<file path="config.mk">
export PLATFORM = sky130hd
export DESIGN_NAME = ssr_top
export DESIGN_NICKNAME = d
export VERILOG_FILES = /design/src/inc/ssr_pkg.sv /design/src/design/ssr_top.sv /design/src/design/ssr_sync.sv /design/src/design/ssr_mask_reg.sv
export SDC_FILE = /design/constraint.sdc
export NUM_CORES = 1
export LEC_CHECK = 0
export ABC_AREA = 1
export BUFFER_PORTS_ARGS = -buffer_cell sky130_fd_sc_hd__buf_2
export CORE_MARGIN = 5
export CORE_UTILIZATION = 45
export DETAILED_ROUTE_END_ITERATION = 8
export MAX_ROUTING_LAYER = met4
export PLACE_DENSITY = 0.7
export SKIP_CTS_REPAIR_TIMING = 1
export SLEW_MARGIN = 20
export SYNTH_ARGS = -nofsm -noshare
export SYNTH_HDL_FRONTEND = slang
export SYNTH_SLANG_ARGS = --single-unit
</file>
<file path="constraint.sdc">
create_clock -name core_clk -period 4.87 [get_ports core_clk]
set_clock_uncertainty 0.15 [all_clocks]
set_input_delay 0.974 -clock core_clk [delete_from_list [all_inputs] [get_ports core_clk]]
set_output_delay 0.974 -clock core_clk [all_outputs]
set_load 0.01 [all_outputs]
</file>
<file path="src/inc/ssr_pkg.sv">
// constants, command codes and status byte layout of the service request block
// Functional notes
// - event enable query returns its bit pattern
// - event enable write loads exact pattern
// - event enable clears on zero, or on power-on with the clear flag set
// - eight-bit status byte, fixed bit positions
// - master summary ORs enabled status bits
// - bit 5 summarises enabled event status
// - bit 0 summarises enabled hardware conditions
// - message available follows output buffer
// - measurement done sets, clears on restart
// - poll returns RQS, query returns summary
// - serial poll completion clears RQS
// - reading status byte changes no summary
// - clear status spares buffer, done, available
// - enabled summary raises a service request
// - service enable query, bit 6 zero
// - service enable write stores pattern, bit 6 dropped
// - service enable clears on zero, or on power-on with the clear flag set
// - interface clear unaddresses, keeps RQS, byte
// - event status read returns then clears
// - hardware condition read returns then clears
// - event enable is sixteen bits wide
`default_nettype none
package ssr_pkg;

	// register widths
	localparam int SSR_EVT_W = 16;
	localparam int SSR_HW_W = 16;
	localparam int SSR_STB_W = 8;
	localparam int SSR_RESP_W = 16;

	// status byte bit positions
	localparam int SSR_STB_HSB = 0;
	localparam int SSR_STB_MCB = 1;
	localparam int SSR_STB_MAV = 4;
	localparam int SSR_STB_ESB = 5;
	localparam int SSR_STB_RQS = 6;

	// writable bits of the service request mask: bit 6 never stored
	localparam logic [SSR_STB_W-1:0] SSR_SRE_KEEP = 8'hBF;
	localparam logic [SSR_EVT_W-1:0] SSR_EVT_KEEP = 16'hFFFF;
	localparam logic [SSR_HW_W-1:0] SSR_HW_KEEP = 16'hFFFF;

	// reset values
	localparam logic [SSR_EVT_W-1:0] SSR_EVT_RST = 16'h0000;
	localparam logic [SSR_HW_W-1:0] SSR_HW_RST = 16'h0000;
	localparam logic [SSR_STB_W-1:0] SSR_STB_RST = 8'h00;
	localparam logic [SSR_RESP_W-1:0] SSR_RESP_RST = 16'h0000;

	// commands from the message parser
	typedef enum logic [3:0] {
		SSR_SET_EVT_EN,
		SSR_GET_EVT_EN,
		SSR_SET_SRQ_EN,
		SSR_GET_SRQ_EN,
		SSR_SET_HW_EN,
		SSR_GET_HW_EN,
		SSR_GET_STB,
		SSR_GET_EVT_STAT,
		SSR_GET_HW_COND,
		SSR_CLR_STATUS
	} ssr_cmd_e;

endpackage
`default_nettype wire

</file>
<file path="src/design/ssr_top.sv">
// status byte, summary messages and service request of the instrument
`timescale 1ns/1ps
`default_nettype none
module ssr_top
	import ssr_pkg::*;
(
	// clock and reset
	input wire logic core_clk,
	input wire logic resetn,
	// power-on status clear flag and saved enables
	input wire logic psc_flag,
	input wire logic [SSR_EVT_W-1:0] saved_evt_en,
	input wire logic [SSR_STB_W-1:0] saved_srq_en,
	input wire logic [SSR_HW_W-1:0] saved_hw_en,
	// command port from the message parser
	input wire logic cmd_valid,
	input wire ssr_cmd_e cmd_code,
	input wire logic [SSR_RESP_W-1:0] cmd_data,
	// query answer
	output logic resp_valid,
	output logic [SSR_RESP_W-1:0] resp_data,
	// event sources
	input wire logic [SSR_EVT_W-1:0] evt_set,
	input wire logic [SSR_HW_W-1:0] hw_set,
	input wire logic meas_done,
	input wire logic meas_start,
	input wire logic meas_clear,
	input wire logic out_buf_nonempty,
	// serial poll
	input wire logic spoll_req,
	output logic spoll_valid,
	output logic [SSR_STB_W-1:0] spoll_data,
	// addressing and interface clear pin
	input wire logic addr_talk,
	input wire logic addr_listen,
	input wire logic unaddr,
	input wire logic ifc_pin,
	output logic talk_active,
	output logic listen_active,
	// service request and status byte
	output logic srq_out,
	output logic [SSR_STB_W-1:0] status_summary_byte
);

	// ============================================================
	// state
	typedef struct packed {
		logic [SSR_EVT_W-1:0] esr;
		logic [SSR_HW_W-1:0] hardware_condition_register;
		logic measurement_done_bit;
		logic mav;
		logic rqs;
		logic talk;
		logic listen;
		logic resp_valid;
		logic [SSR_RESP_W-1:0] resp_data;
		logic spoll_valid;
		logic [SSR_STB_W-1:0] spoll_data;
		logic [SSR_STB_W-1:0] stb;
		logic por_pending;
		logic mss_d;
	} ssr_top_s;

	ssr_top_s st;
	ssr_top_s next_st;

	// ============================================================
	// enable masks
	logic [SSR_EVT_W-1:0] event_enable_mask;
	logic [SSR_STB_W-1:0] service_request_mask;
	logic [SSR_HW_W-1:0] hardware_condition_enable;
	logic restore_en;
	logic wr_evt_en;
	logic wr_srq_en;
	logic wr_hw_en;
	logic ifc_level;

	// restore saved enables only when the power-on clear flag is false
	assign restore_en = st.por_pending & ~psc_flag;
	assign wr_evt_en = cmd_valid && (cmd_code == SSR_SET_EVT_EN);
	assign wr_srq_en = cmd_valid && (cmd_code == SSR_SET_SRQ_EN);
	assign wr_hw_en = cmd_valid && (cmd_code == SSR_SET_HW_EN);

	ssr_mask_reg #(
		.W(SSR_EVT_W),
		.KEEP(SSR_EVT_KEEP)
	) u_evt_en (
		.core_clk(core_clk),
		.resetn(resetn),
		.wr_en(wr_evt_en),
		.wr_data(cmd_data),
		.restore_en(restore_en),
		.restore_data(saved_evt_en),
		.value(event_enable_mask)
	);

	ssr_mask_reg #(
		.W(SSR_STB_W),
		.KEEP(SSR_SRE_KEEP)
	) u_srq_en (
		.core_clk(core_clk),
		.resetn(resetn),
		.wr_en(wr_srq_en),
		.wr_data(cmd_data[SSR_STB_W-1:0]),
		.restore_en(restore_en),
		.restore_data(saved_srq_en),
		.value(service_request_mask)
	);

	// hardware condition enable store
	ssr_mask_reg #(
		.W(SSR_HW_W),
		.KEEP(SSR_HW_KEEP)
	) u_hw_en (
		.core_clk(core_clk),
		.resetn(resetn),
		.wr_en(wr_hw_en),
		.wr_data(cmd_data),
		.restore_en(restore_en),
		.restore_data(saved_hw_en),
		.value(hardware_condition_enable)
	);

	// interface clear pin crosses in through three stages
	ssr_sync u_ifc_sync (
		.core_clk(core_clk),
		.resetn(resetn),
		.pin_in(ifc_pin),
		.level(ifc_level)
	);

	// ============================================================
	// summary messages
	logic esb;
	logic hardware_summary_bit;
	logic mss;
	logic mss_rise;
	logic [SSR_STB_W-1:0] stb_base;
	logic do_cls;
	logic rd_esr;
	logic rd_hsr;

	assign do_cls = cmd_valid && (cmd_code == SSR_CLR_STATUS);
	assign rd_esr = cmd_valid && (cmd_code == SSR_GET_EVT_STAT);
	assign rd_hsr = cmd_valid && (cmd_code == SSR_GET_HW_COND);

	assign esb = |(st.esr & event_enable_mask);
	assign hardware_summary_bit = |(st.hardware_condition_register & hardware_condition_enable);

	// status byte layout, unused bits zero
	always_comb
	begin
		stb_base = SSR_STB_RST;
		stb_base[SSR_STB_HSB] = hardware_summary_bit;
		stb_base[SSR_STB_MCB] = st.measurement_done_bit;
		stb_base[SSR_STB_MAV] = st.mav;
		stb_base[SSR_STB_ESB] = esb;
	end

	// master summary over the seven other bits
	assign mss = |(stb_base & service_request_mask);
	assign mss_rise = mss & ~st.mss_d;

	// ============================================================
	// next state
	always_comb
	begin
		next_st = st;
		next_st.resp_valid = 1'b0;
		next_st.spoll_valid = 1'b0;
		next_st.por_pending = 1'b0;
		next_st.mss_d = mss;

		// clear status empties the event registers only
		if (do_cls)
		begin
			next_st.esr = SSR_EVT_RST;
			next_st.hardware_condition_register = SSR_HW_RST;
		end
		// event status read clears after answering
		if (rd_esr)
		begin
			next_st.esr = SSR_EVT_RST;
		end
		// hardware condition read clears after answering
		if (rd_hsr)
		begin
			next_st.hardware_condition_register = SSR_HW_RST;
		end
		// new events win over a clear in the same cycle
		next_st.esr = next_st.esr | evt_set;
		next_st.hardware_condition_register = next_st.hardware_condition_register | hw_set;

		// measurement done, set wins over clear
		if (meas_start || meas_clear)
		begin
			next_st.measurement_done_bit = 1'b0;
		end
		if (meas_done)
		begin
			next_st.measurement_done_bit = 1'b1;
		end

		// message available tracks the output buffer
		next_st.mav = out_buf_nonempty;

		if (spoll_req)
		begin
			next_st.rqs = 1'b0;
		end
		// rise of the master summary requests service
		if (mss_rise)
		begin
			next_st.rqs = 1'b1;
		end

		// poll answer carries RQS in bit 6
		if (spoll_req)
		begin
			next_st.spoll_valid = 1'b1;
			next_st.spoll_data = st.stb;
			next_st.spoll_data[SSR_STB_RQS] = st.rqs;
		end

		// addressing from the bus decoder
		if (unaddr)
		begin
			next_st.talk = 1'b0;
			next_st.listen = 1'b0;
		end
		if (addr_talk)
		begin
			next_st.talk = 1'b1;
			next_st.listen = 1'b0;
		end
		if (addr_listen)
		begin
			next_st.listen = 1'b1;
			next_st.talk = 1'b0;
		end
		// interface clear unaddresses, RQS and byte kept
		if (ifc_level)
		begin
			next_st.talk = 1'b0;
			next_st.listen = 1'b0;
		end

		// query answers, one cycle after the command
		if (cmd_valid)
		begin
			case (cmd_code)
				SSR_GET_EVT_EN:
				begin
					next_st.resp_valid = 1'b1;
					next_st.resp_data = event_enable_mask;
				end
				// service enable query, bit 6 zero
				SSR_GET_SRQ_EN:
				begin
					next_st.resp_valid = 1'b1;
					next_st.resp_data = {8'h00, service_request_mask};
				end
				SSR_GET_HW_EN:
				begin
					next_st.resp_valid = 1'b1;
					next_st.resp_data = hardware_condition_enable;
				end
				SSR_GET_STB:
				begin
					next_st.resp_valid = 1'b1;
					next_st.resp_data = {8'h00, st.stb};
				end
				SSR_GET_EVT_STAT:
				begin
					next_st.resp_valid = 1'b1;
					next_st.resp_data = st.esr;
				end
				SSR_GET_HW_COND:
				begin
					next_st.resp_valid = 1'b1;
					next_st.resp_data = st.hardware_condition_register;
				end
				default:
				begin
					next_st.resp_valid = 1'b0;
				end
			endcase
		end

		// status byte image with the master summary in bit 6
		next_st.stb = stb_base;
		next_st.stb[SSR_STB_RQS] = mss;
	end

	// ============================================================
	// state register; power-on clears events and arms the restore
	always_ff @(posedge core_clk or negedge resetn)
	begin
		if (!resetn)
		begin
			st <= '0;
			st.por_pending <= 1'b1;
		end
		else
		begin
			st <= next_st;
		end
	end

	// ============================================================
	// outputs, all from flip-flops
	assign resp_valid = st.resp_valid;
	assign resp_data = st.resp_data;
	assign spoll_valid = st.spoll_valid;
	assign spoll_data = st.spoll_data;
	assign talk_active = st.talk;
	assign listen_active = st.listen;
	assign srq_out = st.rqs;
	assign status_summary_byte = st.stb;

endmodule
`default_nettype wire

</file>
<file path="src/design/ssr_sync.sv">
// three-stage synchroniser with agreement filter for a pin level
`timescale 1ns/1ps
`default_nettype none
module ssr_sync
	import ssr_pkg::*;
(
	// clock and reset
	input wire logic core_clk,
	input wire logic resetn,
	// pin side
	input wire logic pin_in,
	// filtered level
	output logic level
);

	typedef struct packed {
		logic s1;
		logic s2;
		logic s3;
		logic lvl;
	} ssr_sync_s;

	ssr_sync_s st;
	ssr_sync_s next_st;

	// shift chain; the first stage feeds only the second
	always_comb
	begin
		next_st = st;
		next_st.s1 = pin_in;
		next_st.s2 = st.s1;
		next_st.s3 = st.s2;
		if (st.s2 == st.s3)
		begin
			next_st.lvl = st.s3;
		end
	end

	// state register
	always_ff @(posedge core_clk or negedge resetn)
	begin
		if (!resetn)
		begin
			st <= '0;
		end
		else
		begin
			st <= next_st;
		end
	end

	assign level = st.lvl;

endmodule
`default_nettype wire

</file>
<file path="src/design/ssr_mask_reg.sv">
// enable mask register: command write, power-on restore or clear
`timescale 1ns/1ps
`default_nettype none
module ssr_mask_reg
	import ssr_pkg::*;
#(
	parameter int W = 16,
	parameter logic [W-1:0] KEEP = '1
)
(
	// clock and reset
	input wire logic core_clk,
	input wire logic resetn,
	// command write
	input wire logic wr_en,
	input wire logic [W-1:0] wr_data,
	// power-on restore of the saved pattern
	input wire logic restore_en,
	input wire logic [W-1:0] restore_data,
	// stored mask
	output logic [W-1:0] value
);

	typedef struct packed {
		logic [W-1:0] mask;
	} ssr_mask_s;

	ssr_mask_s st;
	ssr_mask_s next_st;

	// a write of zero clears, any other value loads its pattern masked by KEEP
	always_comb
	begin
		next_st = st;
		if (wr_en)
		begin
			next_st.mask = wr_data & KEEP;
		end
		else if (restore_en)
		begin
			next_st.mask = restore_data & KEEP;
		end
	end

	// power-on leaves the mask clear until restore decides
	always_ff @(posedge core_clk or negedge resetn)
	begin
		if (!resetn)
		begin
			st <= '0;
		end
		else
		begin
			st <= next_st;
		end
	end

	assign value = st.mask;

endmodule
`default_nettype wire

</file>
Yosys cells after proc, flatten, opt, wreduce, memory -nomap -nowiden
Index checks and enable logic that the tools add are counted.
{"block": "op_classes", "reduce_logical": 20, "muxes": 21, "bitwise": 9, "n_eq_ne": 10}
{"op": "$mux 16", "n": 6}
{"op": "$pmux 16 s6", "n": 1}
{"op": "$and 16x16->16", "n": 2}
{"op": "$mux 32", "n": 1}
{"op": "$or 16x16->16", "n": 2}
{"op": "$reduce_or 16->1", "n": 2}
{"op": "$mux 17", "n": 1}
{"op": "$eq 4x3->1 const B", "n": 4}
{"op": "$mux 8", "n": 2}
{"op": "$reduce_bool 2->1", "n": 5}
{"op": "$mux 9", "n": 1}
{"op": "$and 6x8->8", "n": 1}
{"op": "$eq 4x2->1 const B", "n": 2}
{"op": "$eq 4x4->1 const B", "n": 2}
{"op": "$mux 2", "n": 4}
{"op": "$reduce_or 8->1", "n": 1}
{"op": "$logic_and 1x1->1", "n": 6}
{"op": "$reduce_bool 6->1", "n": 1}
{"op": "$reduce_or 6->1", "n": 1}
{"op": "$mux 1", "n": 5}
{"op": "$eq 4x1->1 const B", "n": 1}
{"op": "$logic_not 4->1", "n": 1}
{"op": "$reduce_bool 4->1", "n": 1}
{"op": "$and 1x1->1", "n": 2}
{"op": "4 further kinds", "n": 5}
{"block": "totals", "word_cells": 81, "register_bits": 111, "input_bits": 105, "out_inout_bits": 37}

Longest topological paths before layout
{"block": "logic_depth", "word_depth": 6, "depth_mapped": 9, "mapped_depth_nobuf": 9}

Hierarchy
A second synthesis with hierarchy kept.
{"block": "hier_totals", "hier_cells": 683, "area_unflattened_um2": 5592.9}
{"module": "ssr_top", "instances": 1, "area_per_inst_um2": 3580.9, "cells_each": 458}
{"module": "ssr_mask_reg at u_evt_en ...", "instances": 2, "area_per_inst_um2": 772.0, "cells_each": 88}
{"module": "ssr_mask_reg at u_srq_en", "instances": 1, "area_per_inst_um2": 351.6, "cells_each": 41}
{"module": "ssr_sync", "instances": 1, "area_per_inst_um2": 116.4, "cells_each": 8}

Worst setup path before layout
No wires, ideal clock.
{"block": "synth_path", "kind": "input-to-reg", "startpoint": "in cmd_code[3]", "endpoint": "reg st, in the netlist resp_data[13]", "n_path_buf": 1, "stages": 7, "arrival_time_ns": 1.837, "required_ns": 4.596, "setup_time_ns": 0.124, "path_slack_ns": 2.760, "path_cell_list": "nor2_1 > nand2_2 > nand3_4 > inv_4 > buf_12 > a21oi_1 > a21oi_1"}
{"block": "synth_via", "elab_chain_cells": 3, "word_cells_on_any_way": 9}
{"item": "from (decl)", "line_no": "ssr_top.sv:17", "rtl": "input wire ssr_cmd_e cmd_code,"}
{"item": "$eq 4x3->1 (tied with other cells)", "line_no": "ssr_top.sv:251", "rtl": "case (cmd_code)"}
{"item": "$reduce_bool 6->1 (no line)"}
{"item": "$reduce_and 2->1 (no line)"}
{"item": "to (signal assigned)", "line_no": "ssr_top.sv:306", "rtl": "st <= next_st;"}
{"item": "to (decl)", "line_no": "ssr_top.sv:64", "rtl": "ssr_top_s st;"}
Several ways; a longest one is shown, not always the timed one.
A chain may end at the register's enable or synchronous reset.

Final worst setup path
{"block": "layout_path", "startpoint": "in cmd_code[3]", "endpoint": "reg u_evt_en.st, in the netlist u_evt_en.value[4]"}
{"block": "layout_via", "elab_chain_cells": 3, "word_cells_on_any_way": 4}
{"item": "$logic_not 4->1 (*)", "line_no": "ssr_top.sv:80", "rtl": "assign wr_evt_en = cmd_valid && (cmd_code == SSR_SET_EVT_EN);"}
{"item": "$logic_and 1x1->1 (*)", "line_no": "ssr_top.sv:80"}
{"item": "$mux 16 / $reduce_bool 2->1 (equally long branches)"}
{"item": "to (signal assigned)", "line_no": "ssr_mask_reg.sv:54", "rtl": "st <= next_st;"}
{"item": "to (decl)", "line_no": "ssr_mask_reg.sv:28", "rtl": "ssr_mask_s st;"}
Mark *: on every way between the ends. The rest lies on a longest branch, timed or not.

==> flow_metrics.tcl <==
set metrics [dict create \
    finalCritPeriodShare_pct 57.6 \
    hold_path_depth 0 \
    cts_buffers 9 \
    cp_max_fo 23 \
    powerDensity_nw_per_um2 355 \
    num_rows 40 \
    yosysWarningCount 0 \
    seq_area_um2 2730 \
    nets 837 \
    worst_pin_slew_ps 949 \
    syn_to_final_growth_pct 15.6 \
    grt-ovfl-total 0 \
    htree_levels 3 \
    initial_core_util_pct 45.5 \
    insertion_delay_ps 360 \
    dpl_cell_area_um2 5990 \
    final_cells 884 \
    post-place-cells 868 \
    worst_r2r_path_depth 5 \
    numPortBuffers 134 \
    r2r_end "u_hw_en.value[9]" \
    root_buffer "clkbuf_16" \
    synth_edf_count 0 \
    pin_count 142 \
    period_needed_ps 2810 \
    async_flop_share_pct 100 \
    max-cap-violations 0 \
    rsz0062_at_grt "no" \
    arrival_ps 2860 \
    regToRegSetupSlack_ps 2780 \
    grt_max_degree 43 \
    start_kind "input pin" \
    final_util_pct 52.6 \
    synth_top_area_cell "dfrtp_1" \
    ys_ff_latch 109 \
    fin_area_um2 6300 \
    syn_area_per_cell_um2 8.62 \
    fillCellCount 1160 \
    status "finished clean" \
    dieArea_um2 14400 \
    ant_nets 0 \
    cts_tree "yes" \
    clk_pin_slew_ps 70 \
    yosys-top-cells-count "dfrtp_1, inv_1, nand2_1" \
    grt_antenna_before_repair 0 \
    setup_violations 0 \
    drc 0 \
    worstPathRequired_ps 4920 \
    min_path_type "reg2reg" \
    dr.pass1.iters 5 \
    ys_types 36 \
    grt_pass1_vias 5062 \
    route.vias.total 4889 \
    slew_headroom_pct 36.6 \
    drt-vias-per-instance 5.53 \
    fin_tns_setup_ps 0 \
    wl_um 16200 \
    die_x_um 120 \
    dieHeight_um 120 \
    fmax_ghz 0.356 \
    drv_slew 0 \
    hold_path.startpoint "u_ifc_sync.next_st[2]" \
    crit_type "in2reg" \
    yosys-top-cells-area "dfrtp_1, inv_1, nand2_1" \
    syn_inst 632 \
    worstHoldEndpoint "u_ifc_sync.next_st[1]" \
    cp-end-kind "flop" \
    core_area_um2 12000 \
    dp_hpwl_um 11500 \
    cts_sinks 109 \
    r2r-start "st[1]" \
    track_usage_pct 23.5 \
    place_congestion 0.937 \
    wl_per_cell_um 18.4 \
    vdd_ir_drop_max_v 0.000246 \
    first_iter_violations 416 \
    finalHoldViolations 0 \
    diodes 0 \
    synth_top_area_share_pct 49.6 \
    seq_area_frac_synth_pct 50.1 \
    grt_pass1_wl_um 25400 \
    cts_buffer_depth 2 \
    drive_above_1_share_pct 24.2 \
    synthFlopType "dfrtp_1" \
    multi_input_area_um2 1950 \
    p_leak_nw 3.43 \
    netlist_area_um2 5450 \
]
==> cell type report <==
| class | count | area share, % |
|---|---|---|
| Multi-Input combinational cell | 361 | 30.9 |
| Timing Repair Buffer | 139 | 11.3 |
| Inverter | 112 | 6.72 |
| Tap cell | 147 | 2.92 |
| Clock buffer | 13 | 4.13 |
| Sequential cell | 109 | 43.3 |
| Clock inverter | 3 | 0.695 |
==> how the worst max path moves through the flow <==
stage	endpoint	from	cells after the start	slack, ps
after floorplan	resp_data[13]	cmd_code[3]	7	2760
after global placement	u_evt_en.value[7]	cmd_code[3]	5	1810
after detailed placement	u_evt_en.value[5]	cmd_code[3]	5	1760
after CTS	u_evt_en.value[5]	cmd_code[3]	5	2130
after global routing	u_evt_en.value[4]	cmd_code[3]	5	1850
final	u_evt_en.value[4]	cmd_code[3]	5	2060
==> logic make-up (layout without fill, tap and decap cells) <==
kind of cell	count (synthesis)	count (layout)	share of synthesized area, %
compound gates	132	132	17.0
fa+ha+maj	1	1	0.184
buf+inv	168	267	14.6
simple gates	221	221	18.0
other cells	1	7	0.0689
flops	109	109	50.1
==> cells in the final DEF (no fill, tap or decap), types with 9 or more instances in the layout <==
cell | Yosys | routed
a21oi_1 | 24 | 24
buf_2 | 11 | 133
clkbuf_16 | 0 | 9
dfrtp_1 | 108 | 108
inv_1 | 108 | 108
nand2_1 | 100 | 100
nand3_1 | 65 | 65
nor2_1 | 39 | 38
o211ai_1 | 13 | 13
o21ai_0 | 9 | 9
o21bai_1 | 16 | 16
o221ai_1 | 26 | 26
o22ai_1 | 20 | 20
o31ai_1 | 15 | 15
==> routing by layer <==
metal | part of all wire (%) | GRT usage (%)
met1 | 40 | 29.1
met2 | 48 | 37.3
met3 | 8.7 | 5.37
met4 | 3.3 | 9.95
met5 | 0 | -
==> power by group <==
group	total, mW	switching (mW)	leakage, nW	internal (mW)
Clock	0.757	0.329	0.150	0.428
Combinational	0.403	0.245	2.06	0.158
Sequential	1.07	0.0656	1.21	1.01
==> sequential cells by signal (all words and copies together) (netlist names) <==
register	count
u_evt_en.value	16
status_summary_byte	5
spoll_data	5
listen_active	1
srq_out	1
u_ifc_sync.level	1
u_ifc_sync.next_st	2
st	33
resp_data	16
u_ifc_sync.st	1
u_srq_en.value	7
resp_valid	1
talk_active	1
u_hw_en.value	16
next_st	2
spoll_valid	1
==> critical path, stage by stage <==
cell and delay [ps]:
buf_2 130, nor2_1 250, nand3_1 730, nand2_1 600
o221ai_1 170
==> per-stage QoR <==
stage	hold WS (ps)	total power, mW	setup WS, ps
finish	208	2.23	2060
global route	218	2.34	1850
CTS	214	2.25	2130
detailed placement	197	1.49	1760
global placement	188	1.48	1810
floorplan	181	1.37	2760
(Power assumes the default switching activity.)
